$ cat src/scm_pkg.sv
// Package with shared constants plus the divider chain module
`default_nettype none

package scm_pkg;
  localparam logic [3:0] OFS_SYSCLK_SEL = 4'h0;
  localparam logic [3:0] OFS_FAST_RC = 4'h4;
  localparam logic [3:0] OFS_FAST_XT = 4'h8;
  localparam logic [3:0] OFS_SLOW_XT = 4'hc;
  localparam int SEL_LSB = 5;
  localparam int FHS_BIT = 3;
  localparam int FSS_BIT = 2;
  localparam int FHID_BIT = 1;
  localparam int FSID_BIT = 0;
  localparam int RCF_LSB = 2;
  localparam int FLAG_BIT = 1;
  localparam int EN_BIT = 0;
  localparam int RANGE_BIT = 2;
  localparam logic [2:0] SEL_FAST = 3'h0;
  localparam logic [2:0] SEL_SLOW = 3'h7;
  localparam logic [2:0] RCF_RESET = 3'h0;
  localparam logic RC_EN_RESET = 1'b1;
  localparam int DIV_STAGES = 6;
  localparam int RTC_DIV_W = 3;
  localparam int NPIN = 7;
  localparam int PIN_RC = 0;
  localparam int PIN_XT = 1;
  localparam int PIN_INTERNAL_SLOW_RC = 2;
  localparam int PIN_LXT = 3;
  localparam int PIN_RC_RDY = 4;
  localparam int PIN_XT_RDY = 5;
  localparam int PIN_LXT_RDY = 6;
  typedef enum logic [5:0] {
    SCM_FAST = 6'h01,
    SCM_SLOW = 6'h02,
    SCM_SLEEP = 6'h04,
    SCM_IDLE0 = 6'h08,
    SCM_IDLE1 = 6'h10,
    SCM_IDLE2 = 6'h20
  } scm_mode_e;
endpackage

`timescale 1ns/1ns

// Ripple-free binary divider counted on a sampled clock edge
module scm_div_chain #(
  parameter int WIDTH = 6
) (
  input wire logic clk_sys,
  input wire logic rst,
  input wire logic ce,
  input wire logic tick,
  input wire logic run,
  output logic [WIDTH-1:0] count
);
  always_ff @(posedge clk_sys or posedge rst) begin
    if (rst) begin
      count <= '0;
    end else if (ce) begin
      if (!run) begin
        count <= '0;
      end else if (tick) begin
        count <= count + WIDTH'(1);
      end
    end
  end
endmodule // scm_div_chain

`default_nettype wire

$ cat src/scm_clock_mode.sv
// System clock source selection and power mode control with APB registers
//
// How it works
// Select code picks fH divided or slow
// Fast source bit: RC or crystal
// Slow source bit: slow RC or crystal
// Fast idle bit keeps fast oscillator running in halt
// Slow idle bit keeps slow oscillator running in halt
// Halt with both zero enters sleep
// Fast zero, slow one enters idle0
// Both one enters idle1
// Fast one, slow zero enters idle2
// Slow mode fast clock follows enable
// Fast clock kept for peripherals if enabled
// Slow crystal enable runs it always
// Sleep feeds slow crystal divided by eight
// Select register resets zero, bit four zero
// Enable or retune clears then sets stable
// RC frequency code table
// Slow switch waits for slow stable
// New RC frequency applied once stable
// Idle system clock runs if source runs; idle2 gates the slow select even when the slow crystal runs
// Source and ratio changes are glitch-free
`timescale 1ns/1ns
`default_nettype none

module scm_clock_mode #(
  parameter int DIV_W = scm_pkg::DIV_STAGES
) (
  input wire logic clk_sys,
  input wire logic rst,
  input wire logic ce,
  input wire logic psel,
  input wire logic penable,
  input wire logic pwrite,
  input wire logic [31:0] paddr,
  input wire logic [31:0] pwdata,
  output logic [31:0] prdata,
  output logic pready,
  output logic pslverr,
  input wire logic halt_req,
  input wire logic wake_req,
  input wire logic internal_fast_rc,
  input wire logic external_fast_crystal,
  input wire logic internal_slow_rc,
  input wire logic external_slow_crystal,
  input wire logic fast_rc_ready,
  input wire logic fast_crystal_ready,
  input wire logic slow_crystal_ready,
  output logic system_clock,
  output logic fast_periph_clock,
  output logic slow_periph_clock,
  output logic rtc_clock,
  output logic core_run,
  output logic fast_rc_run,
  output logic fast_crystal_run,
  output logic slow_rc_run,
  output logic slow_crystal_run,
  output logic [2:0] fast_rc_freq_applied,
  output logic fast_crystal_range_out,
  output logic [5:0] mode
);
  if (DIV_W < scm_pkg::DIV_STAGES) begin : g_chk
    $error("DIV_W too small for a divide by 64");
  end

  // Registers
  logic [2:0] sysclk_source_sel;
  logic fast_source_sel;
  logic slow_source_sel;
  logic fast_idle_keep;
  logic slow_idle_keep;
  logic [2:0] fast_rc_freq_sel;
  logic fast_rc_enable;
  logic fast_rc_stable;
  logic fast_crystal_range;
  logic fast_crystal_enable;
  logic fast_crystal_stable;
  logic slow_crystal_enable;
  logic slow_crystal_stable;

  scm_pkg::scm_mode_e state;
  scm_pkg::scm_mode_e next_state;
  logic [2:0] cur_sel;
  logic cur_fast_src;
  logic cur_slow_src;

  // Pin synchronisers
  logic [scm_pkg::NPIN-1:0] pin_raw;
  logic [scm_pkg::NPIN-1:0] pin_meta;
  logic [scm_pkg::NPIN-1:0] pin_sync;
  logic [scm_pkg::NPIN-1:0] pin_prev;

  logic wr_en;
  logic rd_en;
  logic halted;
  logic sleeping;
  logic fast_lvl;
  logic fast_rise;
  logic slow_lvl;
  logic fast_stable;
  logic slow_stable;
  logic [DIV_W-1:0] div_count;
  logic [scm_pkg::RTC_DIV_W-1:0] rtc_count;
  logic sel_lvl_cur;
  logic sel_lvl_new;
  logic sysclk_allow;
  logic [2:0] want_sel;
  logic want_ready;

  function automatic logic addr_is(input logic [31:0] a, input logic [3:0] ofs);
    addr_is = (a[31:4] == 28'h0000000) && (a[3:0] == ofs);
  endfunction

  function automatic logic sel_level(input logic [2:0] sel, input logic f_lvl,
                                     input logic s_lvl, input logic [DIV_W-1:0] cnt);
    if (sel == scm_pkg::SEL_SLOW) begin
      sel_level = s_lvl;
    end else if (sel == scm_pkg::SEL_FAST) begin
      sel_level = f_lvl;
    end else begin
      sel_level = cnt[sel - 3'h1];
    end
  endfunction

  assign pin_raw = {slow_crystal_ready, fast_crystal_ready, fast_rc_ready,
                    external_slow_crystal, internal_slow_rc,
                    external_fast_crystal, internal_fast_rc};

  always_ff @(posedge clk_sys or posedge rst) begin
    if (rst) begin
      pin_meta <= '0;
      pin_sync <= '0;
      pin_prev <= '0;
    end else if (ce) begin
      pin_meta <= pin_raw;
      pin_sync <= pin_meta;
      pin_prev <= pin_sync;
    end
  end

  // APB slave: zero wait, error on unmapped address
  assign wr_en = psel && penable && pwrite;
  assign rd_en = psel && !pwrite;
  assign pready = 1'b1;
  always_comb begin
    if (addr_is(paddr, scm_pkg::OFS_SYSCLK_SEL) || addr_is(paddr, scm_pkg::OFS_FAST_RC) ||
        addr_is(paddr, scm_pkg::OFS_FAST_XT) || addr_is(paddr, scm_pkg::OFS_SLOW_XT)) begin
      pslverr = 1'b0;
    end else begin
      pslverr = psel && penable;
    end
  end

  always_ff @(posedge clk_sys or posedge rst) begin
    if (rst) begin
      prdata <= '0;
    end else if (ce && rd_en && !penable) begin
      if (addr_is(paddr, scm_pkg::OFS_SYSCLK_SEL)) begin
        prdata <= {24'h000000, sysclk_source_sel, 1'b0, fast_source_sel,
                   slow_source_sel, fast_idle_keep, slow_idle_keep};
      end else if (addr_is(paddr, scm_pkg::OFS_FAST_RC)) begin
        prdata <= {27'h0000000, fast_rc_freq_sel, fast_rc_stable, fast_rc_enable};
      end else if (addr_is(paddr, scm_pkg::OFS_FAST_XT)) begin
        prdata <= {29'h00000000, fast_crystal_range, fast_crystal_stable,
                   fast_crystal_enable};
      end else if (addr_is(paddr, scm_pkg::OFS_SLOW_XT)) begin
        prdata <= {30'h00000000, slow_crystal_stable, slow_crystal_enable};
      end else begin
        prdata <= '0;
      end
    end
  end

  // Select register
  always_ff @(posedge clk_sys or posedge rst) begin
    if (rst) begin
      sysclk_source_sel <= scm_pkg::SEL_FAST;
      fast_source_sel <= 1'b0;
      slow_source_sel <= 1'b0;
      fast_idle_keep <= 1'b0;
      slow_idle_keep <= 1'b0;
    end else if (ce && wr_en && addr_is(paddr, scm_pkg::OFS_SYSCLK_SEL)) begin
      sysclk_source_sel <= pwdata[scm_pkg::SEL_LSB +: 3];
      fast_source_sel <= pwdata[scm_pkg::FHS_BIT];
      slow_source_sel <= pwdata[scm_pkg::FSS_BIT];
      fast_idle_keep <= pwdata[scm_pkg::FHID_BIT];
      slow_idle_keep <= pwdata[scm_pkg::FSID_BIT];
    end
  end

  // Fast RC control and stable flag
  always_ff @(posedge clk_sys or posedge rst) begin
    if (rst) begin
      fast_rc_freq_sel <= scm_pkg::RCF_RESET;
      fast_rc_enable <= scm_pkg::RC_EN_RESET;
      fast_rc_stable <= 1'b0;
    end else if (ce) begin
      if (wr_en && addr_is(paddr, scm_pkg::OFS_FAST_RC)) begin
        fast_rc_freq_sel <= pwdata[scm_pkg::RCF_LSB +: 3];
        fast_rc_enable <= pwdata[scm_pkg::EN_BIT];
        if ((pwdata[scm_pkg::EN_BIT] && !fast_rc_enable) ||
            (pwdata[scm_pkg::RCF_LSB +: 3] != fast_rc_freq_sel)) begin
          fast_rc_stable <= 1'b0;
        end
      end else if (!fast_rc_run) begin
        fast_rc_stable <= 1'b0;
      end else if (pin_sync[scm_pkg::PIN_RC_RDY]) begin
        fast_rc_stable <= 1'b1;
      end
    end
  end

  always_ff @(posedge clk_sys or posedge rst) begin
    if (rst) begin
      fast_rc_freq_applied <= scm_pkg::RCF_RESET;
    end else if (ce && fast_rc_stable) begin
      fast_rc_freq_applied <= fast_rc_freq_sel;
    end
  end

  // Fast crystal control; range locked while enabled
  always_ff @(posedge clk_sys or posedge rst) begin
    if (rst) begin
      fast_crystal_range <= 1'b0;
      fast_crystal_enable <= 1'b0;
      fast_crystal_stable <= 1'b0;
    end else if (ce) begin
      if (wr_en && addr_is(paddr, scm_pkg::OFS_FAST_XT)) begin
        fast_crystal_enable <= pwdata[scm_pkg::EN_BIT];
        if (!fast_crystal_enable) begin
          fast_crystal_range <= pwdata[scm_pkg::RANGE_BIT];
        end
        if (pwdata[scm_pkg::EN_BIT] && !fast_crystal_enable) begin
          fast_crystal_stable <= 1'b0;
        end
      end else if (!fast_crystal_run) begin
        fast_crystal_stable <= 1'b0;
      end else if (pin_sync[scm_pkg::PIN_XT_RDY]) begin
        fast_crystal_stable <= 1'b1;
      end
    end
  end

  // Slow crystal control
  always_ff @(posedge clk_sys or posedge rst) begin
    if (rst) begin
      slow_crystal_enable <= 1'b0;
      slow_crystal_stable <= 1'b0;
    end else if (ce) begin
      if (wr_en && addr_is(paddr, scm_pkg::OFS_SLOW_XT)) begin
        slow_crystal_enable <= pwdata[scm_pkg::EN_BIT];
        if (pwdata[scm_pkg::EN_BIT] && !slow_crystal_enable) begin
          slow_crystal_stable <= 1'b0;
        end
      end else if (!slow_crystal_enable) begin
        slow_crystal_stable <= 1'b0;
      end else if (pin_sync[scm_pkg::PIN_LXT_RDY]) begin
        slow_crystal_stable <= 1'b1;
      end
    end
  end

  // Power mode machine
  always_comb begin
    next_state = state;
    case (state)
      scm_pkg::SCM_FAST, scm_pkg::SCM_SLOW: begin
        if (halt_req) begin
          if (!fast_idle_keep && !slow_idle_keep) begin
            next_state = scm_pkg::SCM_SLEEP;
          end else if (!fast_idle_keep) begin
            next_state = scm_pkg::SCM_IDLE0;
          end else if (slow_idle_keep) begin
            next_state = scm_pkg::SCM_IDLE1;
          end else begin
            next_state = scm_pkg::SCM_IDLE2;
          end
        end else if (cur_sel == scm_pkg::SEL_SLOW) begin
          next_state = scm_pkg::SCM_SLOW;
        end else begin
          next_state = scm_pkg::SCM_FAST;
        end
      end
      scm_pkg::SCM_SLEEP, scm_pkg::SCM_IDLE0, scm_pkg::SCM_IDLE1,
      scm_pkg::SCM_IDLE2: begin
        if (wake_req) begin
          next_state = (cur_sel == scm_pkg::SEL_SLOW) ? scm_pkg::SCM_SLOW :
                                                       scm_pkg::SCM_FAST;
        end
      end
      default: begin
        next_state = scm_pkg::SCM_FAST;
      end
    endcase
  end

  always_ff @(posedge clk_sys or posedge rst) begin
    if (rst) begin
      state <= scm_pkg::SCM_FAST;
    end else if (ce) begin
      state <= next_state;
    end
  end

  assign halted = !(state == scm_pkg::SCM_FAST || state == scm_pkg::SCM_SLOW);
  assign sleeping = (state == scm_pkg::SCM_SLEEP);

  // Oscillator run controls
  always_comb begin
    fast_rc_run = fast_rc_enable && (!halted || fast_idle_keep);
    fast_crystal_run = fast_crystal_enable && (!halted || fast_idle_keep);
    slow_rc_run = !halted || slow_idle_keep;
    slow_crystal_run = slow_crystal_enable;
  end

  // Source levels from the applied selections
  assign fast_lvl = cur_fast_src ? pin_sync[scm_pkg::PIN_XT] : pin_sync[scm_pkg::PIN_RC];
  assign fast_rise = cur_fast_src ? (pin_sync[scm_pkg::PIN_XT] && !pin_prev[scm_pkg::PIN_XT]) :
                                    (pin_sync[scm_pkg::PIN_RC] && !pin_prev[scm_pkg::PIN_RC]);
  assign slow_lvl = cur_slow_src ? pin_sync[scm_pkg::PIN_LXT] : pin_sync[scm_pkg::PIN_INTERNAL_SLOW_RC];
  assign fast_stable = cur_fast_src ? fast_crystal_stable : fast_rc_stable;
  assign slow_stable = slow_source_sel ? slow_crystal_stable : 1'b1;

  scm_div_chain #(
    .WIDTH(DIV_W)
  ) u_div (
    .clk_sys(clk_sys),
    .rst(rst),
    .ce(ce),
    .tick(fast_rise),
    .run(fast_rc_run || fast_crystal_run),
    .count(div_count)
  );

  // Switch selection only when old and new clocks are both low
  assign want_sel = sysclk_source_sel;
  assign want_ready = (want_sel == scm_pkg::SEL_SLOW) ? slow_stable : fast_stable;
  assign sel_lvl_cur = sel_level(cur_sel, fast_lvl, slow_lvl, div_count);
  assign sel_lvl_new = sel_level(want_sel, fast_lvl, slow_lvl, div_count);

  always_ff @(posedge clk_sys or posedge rst) begin
    if (rst) begin
      cur_sel <= scm_pkg::SEL_FAST;
      cur_fast_src <= 1'b0;
      cur_slow_src <= 1'b0;
    end else if (ce) begin
      if (want_sel != cur_sel && want_ready && !sel_lvl_cur && !sel_lvl_new &&
          !system_clock) begin
        cur_sel <= want_sel;
      end
      if (fast_source_sel != cur_fast_src && !pin_sync[scm_pkg::PIN_RC] &&
          !pin_sync[scm_pkg::PIN_XT] && !system_clock) begin
        cur_fast_src <= fast_source_sel;
      end
      if (slow_source_sel != cur_slow_src && !pin_sync[scm_pkg::PIN_INTERNAL_SLOW_RC] &&
          !pin_sync[scm_pkg::PIN_LXT] && !system_clock) begin
        cur_slow_src <= slow_source_sel;
      end
    end
  end

  // System clock gating per mode
  always_comb begin
    case (state)
      scm_pkg::SCM_SLEEP: sysclk_allow = 1'b0;
      scm_pkg::SCM_IDLE0: sysclk_allow = (cur_sel == scm_pkg::SEL_SLOW);
      scm_pkg::SCM_IDLE2: sysclk_allow = (cur_sel != scm_pkg::SEL_SLOW);
      default: sysclk_allow = 1'b1;
    endcase
  end

  always_ff @(posedge clk_sys or posedge rst) begin
    if (rst) begin
      system_clock <= 1'b0;
    end else if (ce) begin
      system_clock <= sysclk_allow && sel_lvl_cur;
    end
  end

  // Slow crystal divide by eight for sleep
  always_ff @(posedge clk_sys or posedge rst) begin
    if (rst) begin
      rtc_count <= '0;
    end else if (ce) begin
      if (!slow_crystal_enable) begin
        rtc_count <= '0;
      end else if (pin_sync[scm_pkg::PIN_LXT] && !pin_prev[scm_pkg::PIN_LXT]) begin
        rtc_count <= rtc_count + scm_pkg::RTC_DIV_W'(1);
      end
    end
  end

  // Peripheral and calendar clocks
  always_ff @(posedge clk_sys or posedge rst) begin
    if (rst) begin
      fast_periph_clock <= 1'b0;
      slow_periph_clock <= 1'b0;
      rtc_clock <= 1'b0;
      core_run <= 1'b0;
      fast_crystal_range_out <= 1'b0;
    end else if (ce) begin
      fast_periph_clock <= (cur_fast_src ? fast_crystal_run : fast_rc_run) && fast_lvl;
      slow_periph_clock <= slow_lvl && (!halted || slow_idle_keep);
      if (!slow_crystal_enable) begin
        rtc_clock <= 1'b0;
      end else if (sleeping) begin
        rtc_clock <= rtc_count[scm_pkg::RTC_DIV_W-1];
      end else begin
        rtc_clock <= pin_sync[scm_pkg::PIN_LXT];
      end
      core_run <= !halted;
      fast_crystal_range_out <= fast_crystal_range;
    end
  end

  assign mode = state;
endmodule // scm_clock_mode

`default_nettype wire

$ cat config.mk
export PLATFORM = sky130hd
export DESIGN_NAME = scm_clock_mode
export DESIGN_NICKNAME = d
export VERILOG_FILES = /design/src/scm_pkg.sv /design/src/scm_clock_mode.sv
export SDC_FILE = /design/constraint.sdc
export NUM_CORES = 1
export LEC_CHECK = 0
export ABC_AREA = 1
export ABC_CLOCK_PERIOD_IN_PS = 2240
export BUFFER_PORTS_ARGS = -buffer_cell sky130_fd_sc_hd__buf_4
export CAP_MARGIN = 20
export CORE_MARGIN = 4
export CORE_UTILIZATION = 46
export CTS_CLUSTER_SIZE = 20
export DETAILED_ROUTE_END_ITERATION = 10
export HOLD_SLACK_MARGIN = 0.1
export PLACE_DENSITY = 0.75
export SYNTH_ARGS = -nofsm -noshare
export SYNTH_HDL_FRONTEND = slang
export SYNTH_SLANG_ARGS = --single-unit
$ cat constraint.sdc
create_clock -name clk_sys -period 2.24 [get_ports clk_sys]
set_input_delay 0.336 -clock clk_sys [delete_from_list [all_inputs] [get_ports clk_sys]]
set_output_delay 0.336 -clock clk_sys [all_outputs]
set_load 0.02 [all_outputs]
After elaboration in Yosys (flattened, before gate mapping)
Index checks and enable logic that the tools add are counted.

$lt $le $gt $ge: 2. Muxes and demuxes: 46. Add/subtract/negate cells: 4. Eq/ne operators: 25. Bitwise logic cells: 1. Reductions and logical operators: 81.

Operators by type and width (number): 6-bit two-way mux (7); 1-bit logical AND (37); 28-bit zero test (1); 1-bit two-way mux (28); 2-bit AND reduction (9); 1-bit zero test (17); 6-bit one-hot mux with 2 select lines (1); 3-bit AND reduction (4); 3-bit two-way mux (3); 3-bit by 1-bit inequality test with 1-bit output (second input constant) (3); 4-bit equality test (second input constant) (2); 1-bit logical OR (8); 3-bit by 4-bit less-than comparator with 1-bit output (second input constant) (2); 8-bit two-way mux (1); 2-bit by 1-bit inequality test with 1-bit output (second input constant) (4); 6-bit by 1-bit adder with 6-bit output (second input constant) (1); 1-bit binary-select mux with 3-bit select (2); 3-bit equality test (second input constant) (2); 6-bit by 1-bit equality test with 1-bit output (second input constant) (1); 6-bit by 2-bit equality test with 1-bit output (second input constant) (1); 6-bit by 3-bit equality test with 1-bit output (second input constant) (1); 6-bit by 4-bit equality test with 1-bit output (second input constant) (1); 6-bit by 5-bit equality test with 1-bit output (second input constant) (1); 6-bit equality test (second input constant) (1); 15 further kinds (21).

Output and inout bits: 53. Register bits: 96. Input port bits: 79. Logic and storage cells: 189.

Depth between registers and ports, before layout
Gate-level depths: netlist (run 1).

Word-level depth: 10. Depth in mapped cells: 13. Gate-level depth less buffers: 12.

Hierarchy
A second synthesis (run 1) with hierarchy kept.

Cells, all modules: 565. Area total of the unflattened synthesis: 4201.5 um^2.

By module, submodules not included: scm_clock_mode (seq. area each 1629.1 um^2, instances 1, cells an instance 521, area an instance 3856.2 um^2); scm_div_chain (seq. area each 150.1 um^2, instances 1, cells an instance 44, area an instance 345.3 um^2).

Worst setup path before layout (run 1)
OpenSTA, ideal clock, no wires.

Path kind: register -> register. Start: register cur_sel[0]. End: register system_clock. Data required time: 2.103 ns. Setup time: 0.137 ns. Period minus slack after synthesis: 1.685 ns. Stages on the path, launching flop included: 10. Arrival: 1.548 ns. Buffers on the path: 1. Slack: 0.555 ns. Cell sequence: dfrtp_1 clkbuf_1 inv_1 ha_1 nand3_1 nor2_1 nor2_1 nand2_1 a21oi_1 o22ai_1.

Word-level cells in the longest chain between the ends: 6. Elaborated cells on any way between the ends: 10. Those cells by class: add/sub: 1; eq/ne: 2; mux: 5; reduce/logical: 2.

RTL lines: start, declared (line scm_clock_mode.sv:84) `logic [2:0] cur_sel;`; start signal, assigned (line scm_clock_mode.sv:344) `cur_sel <= scm_pkg::SEL_FAST;`; start signal, assigned (line scm_clock_mode.sv:350) `cur_sel <= want_sel;`; 3-bit by 1-bit subtractor with 3-bit output (line scm_clock_mode.sv:122) `sel_level = cnt[sel - 3'h1];`; 1-bit binary-select mux with 3-bit select (line scm_clock_mode.sv:122); 1-bit two-way mux (implied by the code) (line scm_clock_mode.sv:122); 1-bit two-way mux (line scm_clock_mode.sv:119) `end else if (sel == scm_pkg::SEL_FAST) begin`; 1-bit two-way mux (line scm_clock_mode.sv:117) `if (sel == scm_pkg::SEL_SLOW) begin`; 1-bit logical AND * (line scm_clock_mode.sv:377) `system_clock <= sysclk_allow && sel_lvl_cur;`; end signal, assigned (line scm_clock_mode.sv:377); end, declared (line scm_clock_mode.sv:50) `output logic system_clock,`.

Every way passes the cells marked *; elsewhere a longest branch is shown, timed or not. The select of a mux whose other input is x is not followed. A chain may end at the register's enable or synchronous reset.

Final worst setup path (run 1)
Start: register state[0], in the netlist mode[0]. End: output port fast_rc_run.

Word-level cells in the longest chain between the ends: 4. Elaborated cells on any way between the ends: 5. Those cells by class: eq/ne: 2; reduce/logical: 3.

RTL lines: start, declared (line scm_clock_mode.sv:82) `scm_pkg::scm_mode_e state;`; start signal, assigned (line scm_clock_mode.sv:300) `state <= scm_pkg::SCM_FAST;`; start signal, assigned (line scm_clock_mode.sv:302) `state <= next_state;`; 6-bit by 1-bit equality test with 1-bit output or 6-bit by 2-bit equality test with 1-bit output (tied branches) (line scm_clock_mode.sv:306) `assign halted = !(state == scm_pkg::SCM_FAST || state == scm_pkg::SCM_SLOW);`; 1-bit logical OR * (line scm_clock_mode.sv:306); 1-bit logical OR * (line scm_clock_mode.sv:311) `fast_rc_run = fast_rc_enable && (!halted || fast_idle_keep);`; 1-bit logical AND * (line scm_clock_mode.sv:311); end, declared (line scm_clock_mode.sv:55) `output logic fast_rc_run,`.

Every way passes the cells marked *; elsewhere a longest branch is shown, timed or not.

==> results of run 1 <==
==> layout by cell type, fill, tap and decap left out, types with 13 or more instances in the layout <==
master and count:
dfrtp_1 69, conb_1 25, nor2_1 56, o21ai_0 26, o21ai_1 13, nand2_1 175
inv_1 68, nand4_1 18, nand3_1 34, buf_4 87
==> what timing repair did <==
action / 4_1_cts / 5_1_grt
endpoints found under the hold margin: 27 / 0
hold buffers: 1 / 0
resized for setup: 0 / 1
endpoints found under the setup margin: 0 / 2
==> metal layers <==
layer  vias to the layer above  wire [um]  track usage (%)
met5                         -          0                0
met4                         0        229            6.838
met3                        20        673            4.221
met2                       137       4941            31.50
met1                      1814       4512            25.53
li1                       1945          -                -
==> power by group through the flow <==
stage / logic [uW] / registers (uW) / clock network (uW)
global placement: 1220 / 1660 / 0
CTS: 1290 / 1650 / 1210
finish: 1300 / 1650 / 1180
global route: 1470 / 1680 / 1260
floorplan: 868 / 1680 / 0
detailed placement: 1280 / 1670 / 0
==> registers in the layout, indices dropped and copies added, names as in the netlist, 6 cells and up <==
signal,count
mode,6
pin_sync,7
prdata,8
pin_meta,7
u_div.count,6
==> worst max path at each step <==
stage,startpoint,end,cells past startpoint
floorplan,rst,core_run$_DFFE_PP0P_,1
global placement,paddr[23],pslverr,10
detailed placement,paddr[25],pslverr,10
CTS,mode[0]$_DFFE_PP1P_,fast_rc_run,7
global route,mode[0]$_DFFE_PP1P_,fast_rc_run,7
finish,mode[0]$_DFFE_PP1P_,fast_rc_run,7
==> kinds of logic (layout without fill, tap and decap cells) <==
| family | Yosys count | in the layout | synth area share, % |
|---|---|---|---|
| DFF | 71 | 71 | 41.74 |
| adders and majority gates | 8 | 8 | 2.348 |
| buffers and inverters | 113 | 180 | 12.71 |
| AOI/OAI and AO/OA | 65 | 65 | 8.952 |
| muxes | 1 | 1 | 0.2641 |
| xor gates and xnor gates | 8 | 8 | 1.644 |
| other | 2 | 25 | 0.1762 |
| and+or+nand+nor | 307 | 307 | 32.17 |
==> worst max-delay path, cell delays in order (launching register included) <==
cell	delay, ns
dfstp_2	0.56
inv_1	0.04
nand2_1	0.11
nand4_4	0.16
nand2_1	0.12
nand2_1	0.09
inv_1	0.14
buf_4	0.17
==> through the flow <==
stage	util, %	area, um^2	power (uW)	hold slack [ns]	worst slack (ns)
floorplan	-	4349	2550	0.4417	0.1107
detailed placement	55.16	4881	2948	0.4451	0.2381
CTS	57.89	5122	4143	0.1714	0.09404
global route	57.99	5131	4407	0.1798	0.03273
global placement	55.16	4881	2888	0.4386	0.3117
finish	57.99	5131	4129	0.1854	0.1638
==> layout make-up <==
type	count	area share, %
clock buffer	12	3.024
clock inverter	4	1.487
inverter	76	5.560
multi-input combinational	414	39.70
sequential	71	34.67
tap	108	2.634
timing repair buffer	88	12.92
==> results_dict.tcl, run 1 <==
set metrics [dict create \
    fmax_mhz 481.7 \
    yosysMostFrequentCell "nand2_1" \
    ys_async_sr_fraction_pct 100.0 \
    synthTopCellsByArea "dfrtp_1, nand2_1, inv_1, nor2_1, buf_4" \
    final_net_count 747 \
    slew-limit-headroom_pct 62.86 \
    synth_seq_cells 71 \
    grt-ovfl-total 0 \
    cts_sinks 71 \
    synth_edf_count 0 \
    final_cells 773 \
    clk_latency_ns 0.34 \
    synth_cells 575 \
    synthTopCellsByCount "nand2_1, dfrtp_1, inv_1, nor2_1, nand3_1" \
    cp-end-kind "output pin" \
    hold_violations 0 \
    ant_nets 0 \
    ios 132 \
    power.share.clock_pct 28.5 \
    synth_area_leader_cell "dfrtp_1" \
    port_buffers 82 \
    grt_pass1_wl_um 17360 \
    arrival_ns 1.74 \
    r2r-end "cur_sel[2]$_DFFE_PP0P_" \
    core_um2 8848 \
    seq_area_frac_synth_pct 41.74 \
    power_density_nw_per_um2 804.6 \
    p_switching_uw 1478 \
    drt_wl_total_um 10360 \
    placementRows 34 \
    p_seq_share_pct 39.9 \
    cts_tree "built" \
    syn_area_um2 4263 \
    gp_congestion 0.9393 \
    nFillCells 810 \
    crit_type "register to output pin" \
    vias 3916 \
    holdPathStages 3 \
    place.detailed.hpwl_um 8080 \
    syn_area_per_cell_um2 7.414 \
    finalClockSkew_ns 0.007526 \
    r2r_cells 9 \
    cts_root_buf "clkbuf_8" \
    slew_viol_final 0 \
    cts_setup_buffers 0 \
    track_usage_pct 19.39 \
    drv_cap 0 \
    htreeDepth 3 \
    die_width_um 104.3 \
    drt-pass1-iter-count 4 \
    combPwrFrac_pct 31.5 \
    drc 0 \
    grt_pass1_vias 3738 \
    clk_transition_reported_paths_ns 0.07 \
    power.internal_uw 2651 \
    synth_top_cell_area_share_pct 40.50 \
    hp-class "input port to register" \
    outcome "completed" \
    area_growth_pct 20.37 \
    switching_share_pct 35.80 \
    layout-drive-gt1-share_pct 20.15 \
    drt_iter0_drc 301 \
    r2r_setup_slack_ns 0.32 \
    die_y_um 104.3 \
    hold_start "external_fast_crystal" \
    setup_tns_ns 0 \
    period_minus_slack_ns 2.076 \
    initial_core_util_pct 48.18 \
    max_slew.worst_pin.slew_ns 0.5571 \
    antenna_found_initial 0 \
    min_to "pin_meta[1]$_DFFE_PP0P_" \
    synth_top_flop_cell "dfrtp_1" \
    ir_drop_mv 0.4054 \
    crit_fanout 6 \
    startpoint_type "register" \
    fin_crit_sh_pct 92.69 \
    post_drt_wl_per_cell_um 13.40 \
    antenna_cells 0 \
    synth_cell_types 40 \
    cts_made_buffers 9 \
    place_inst 756 \
    p_leak_uw 0.002686 \
    viasPerCell 5.066 \
    seq_area_um2 1779 \
    setup_viol 0 \
    rsz0062_at_grt "no" \
    yosysWarnings 0 \
    ctsLongestPathBuffers 2 \
    worstPathRequired_ns 1.90 \
    multiInputGateArea_um2 2037 \
    fp.dieArea_um2 10870 \
    grt_start_max_net_pins 44 \
    r2r-start "cur_sel[0]$_DFFE_PP0P_" \
]
Power figures use the tool's default switching activity.
==> run 2, diff against run 1 <==
- PLACE_DENSITY: 0.75 -> not set
- PLACE_DENSITY_LB_ADDON: not set -> 0.2
==> run 2 against run 1 <==
  * Sequential share of layout area hardly changed
  * Global-route usage is 0.36 points higher
  * Clock power down 9%
  * Critical endpoint unchanged
  * Non-clock buffer count did not move
  * Utilization hardly changed
  * Maximum frequency down 0.77%
  * First-iteration DRC count is 35% lower
  * Die area is the same
  * Sequential power is essentially flat
  * Via count is 2.1% lower
  * Combinational power hardly changed
==> results_dict.tcl, run 2 (same netlist as run 1, synthesis figures left out) <==
set metrics [dict create \
    crit_type "register to output pin" \
    final_cell_mix "nand2_1, buf_4, dfrtp_1" \
    dpl_cell_area_um2 4906 \
    layout-drive-gt1-share_pct 20.30 \
    area_growth_pct 20.31 \
    hp-class "input port to register" \
    grt_pass1_vias 3741 \
    initial_core_util_pct 48.18 \
    track_usage_pct 19.75 \
    rsz0062_at_grt "no" \
    grt_start_max_net_pins 50 \
    drt_iter0_drc 197 \
    ir_drop_mv 0.4882 \
    setup_tns_ns 0 \
    r2r_cells 10 \
    fmax_mhz 478.0 \
    cts_root_buf "clkbuf_8" \
    drt-pass1-iter-count 4 \
    grt-ovfl-total 0 \
    vias 3832 \
    final_common_cell "nand2_1" \
    seq_area_um2 1779 \
    drc 0 \
    drv_cap 0 \
    p_leak_uw 0.002676 \
    die_width_um 104.3 \
    ctsLongestPathBuffers 2 \
    placementRows 34 \
    timing.hold.ws_ns 0.1732 \
    fp.dieArea_um2 10870 \
    viasPerCell 4.957 \
    wirelength_met1_um 4837 \
    worstPathRequired_ns 1.90 \
    antenna_found_initial 0 \
    r2r-start "sysclk_source_sel[0]$_DFFE_PP0P_" \
    antenna_cells 0 \
    cts_made_buffers 9 \
    port_buffers 82 \
    ios 132 \
    htreeDepth 3 \
    gp_congestion 0.9117 \
    place.detailed.hpwl_um 8131 \
    hold_violations 0 \
    finalInstanceArea_um2 5129 \
    clk_transition_reported_paths_ns 0.09 \
    multiInputGateArea_um2 2037 \
    cts_tree "built" \
    startpoint_type "register" \
    r2r_setup_slack_ns 0.29 \
    worstSetupStartpoint "mode[0]$_DFFE_PP1P_" \
    pre_cts_ws_ns 0.3233 \
    drt_wl_total_um 10410 \
    r2r-end "cur_sel[0]$_DFFE_PP0P_" \
    fin_crit_sh_pct 93.40 \
    power_density_nw_per_um2 778.8 \
    setup.worst_path.end "fast_rc_run" \
    setup_viol 0 \
    nFillCells 855 \
    cts_setup_buffers 0 \
    period_minus_slack_ns 2.092 \
    power_uw 3994 \
    final_net_count 747 \
    ant_nets 0 \
    post_drt_wl_per_cell_um 13.46 \
    grt_pass1_wl_um 17610 \
    postLayoutSetupSlackWorst_ns 0.1478 \
    outcome "completed" \
    crit_fanout 6 \
    die_y_um 104.3 \
    core_um2 8848 \
    reg_top3 "prdata: 8 flops, pin_meta: 7 flops, pin_sync: 7 flops" \
    top_register "prdata" \
    holdPathStages 3 \
    clk_latency_ns 0.35 \
    wl_met3_um 495 \
    highest_layer "met4" \
    finalClockSkew_ns 0.007502 \
    arrival_ns 1.76 \
    routed-wl-met2_um 4953 \
    cp-end-kind "output pin" \
    cts_sinks 71 \
    slew_viol_final 0 \
    largest_reg_flops 8 \
]
[run 2: report_power, final]
part | leakage (uW) | internal [uW] | total (uW) | switching (uW)
logic | 0.00171 | 483 | 1270 | 790
clock network | 0.0000964 | 526 | 1070 | 549
registers | 0.000868 | 1470 | 1650 | 171
[run 2: worst min-delay path by stage]
| stage | start | end | slack, ns |
|---|---|---|---|
| finish | internal_fast_rc | pin_meta[0]$_DFFE_PP0P_ | 0.17 |
| global route | internal_fast_rc | pin_meta[0]$_DFFE_PP0P_ | 0.16 |
| CTS | internal_fast_rc | pin_meta[0]$_DFFE_PP0P_ | 0.16 |
| detailed placement | rst | prdata[5]$_DFFE_PP0P_ | 0.43 |
| global placement | rst | prdata[7]$_DFFE_PP0P_ | 0.42 |
| floorplan | pin_meta[1]$_DFFE_PP0P_ | pin_meta[1]$_DFFE_PP0P_ | 0.44 |
[run 2: worst max-delay path, cell delays in order, from the launching register on]
cell and delay (ns):
dfstp_2 0.58, inv_1 0.05, nand2_1 0.11, nand4_4 0.15
nand2_1 0.12, nand2_1 0.09, inv_1 0.13, buf_4 0.16
[run 2: routing by layer]
metal / global-route usage, % / up-vias
met3: 3.911 / 13
met4: 6.268 / 0
met2: 32.38 / 96
met1: 26.33 / 1769
met5: 0 / -
li1: - / 1954
[run 2: area by class of cell]
class | instances | share of cell area, %
Clock buffer | 9 | 2.415
Multi-Input combinational cell | 414 | 39.72
Inverter | 76 | 5.562
Sequential cell | 71 | 34.69
Tap cell | 108 | 2.635
Timing Repair Buffer | 88 | 13.42
Clock inverter | 7 | 1.561
[run 2: repair_timing]
item / in CTS / in global routing
endpoints found under the hold margin: 69 / 0
gates resized for setup: 0 / 1
hold buffers: 1 / 0
setup endpoints to repair: 0 / 1
[run 2: metrics by stage]
stage / cells / utilization, %
after CTS: 773 / 57.86
after global routing: 773 / 57.96
after floorplan: 598 / -
after detailed placement: 756 / 55.44
after global placement: 756 / 55.44
final: 773 / 57.96
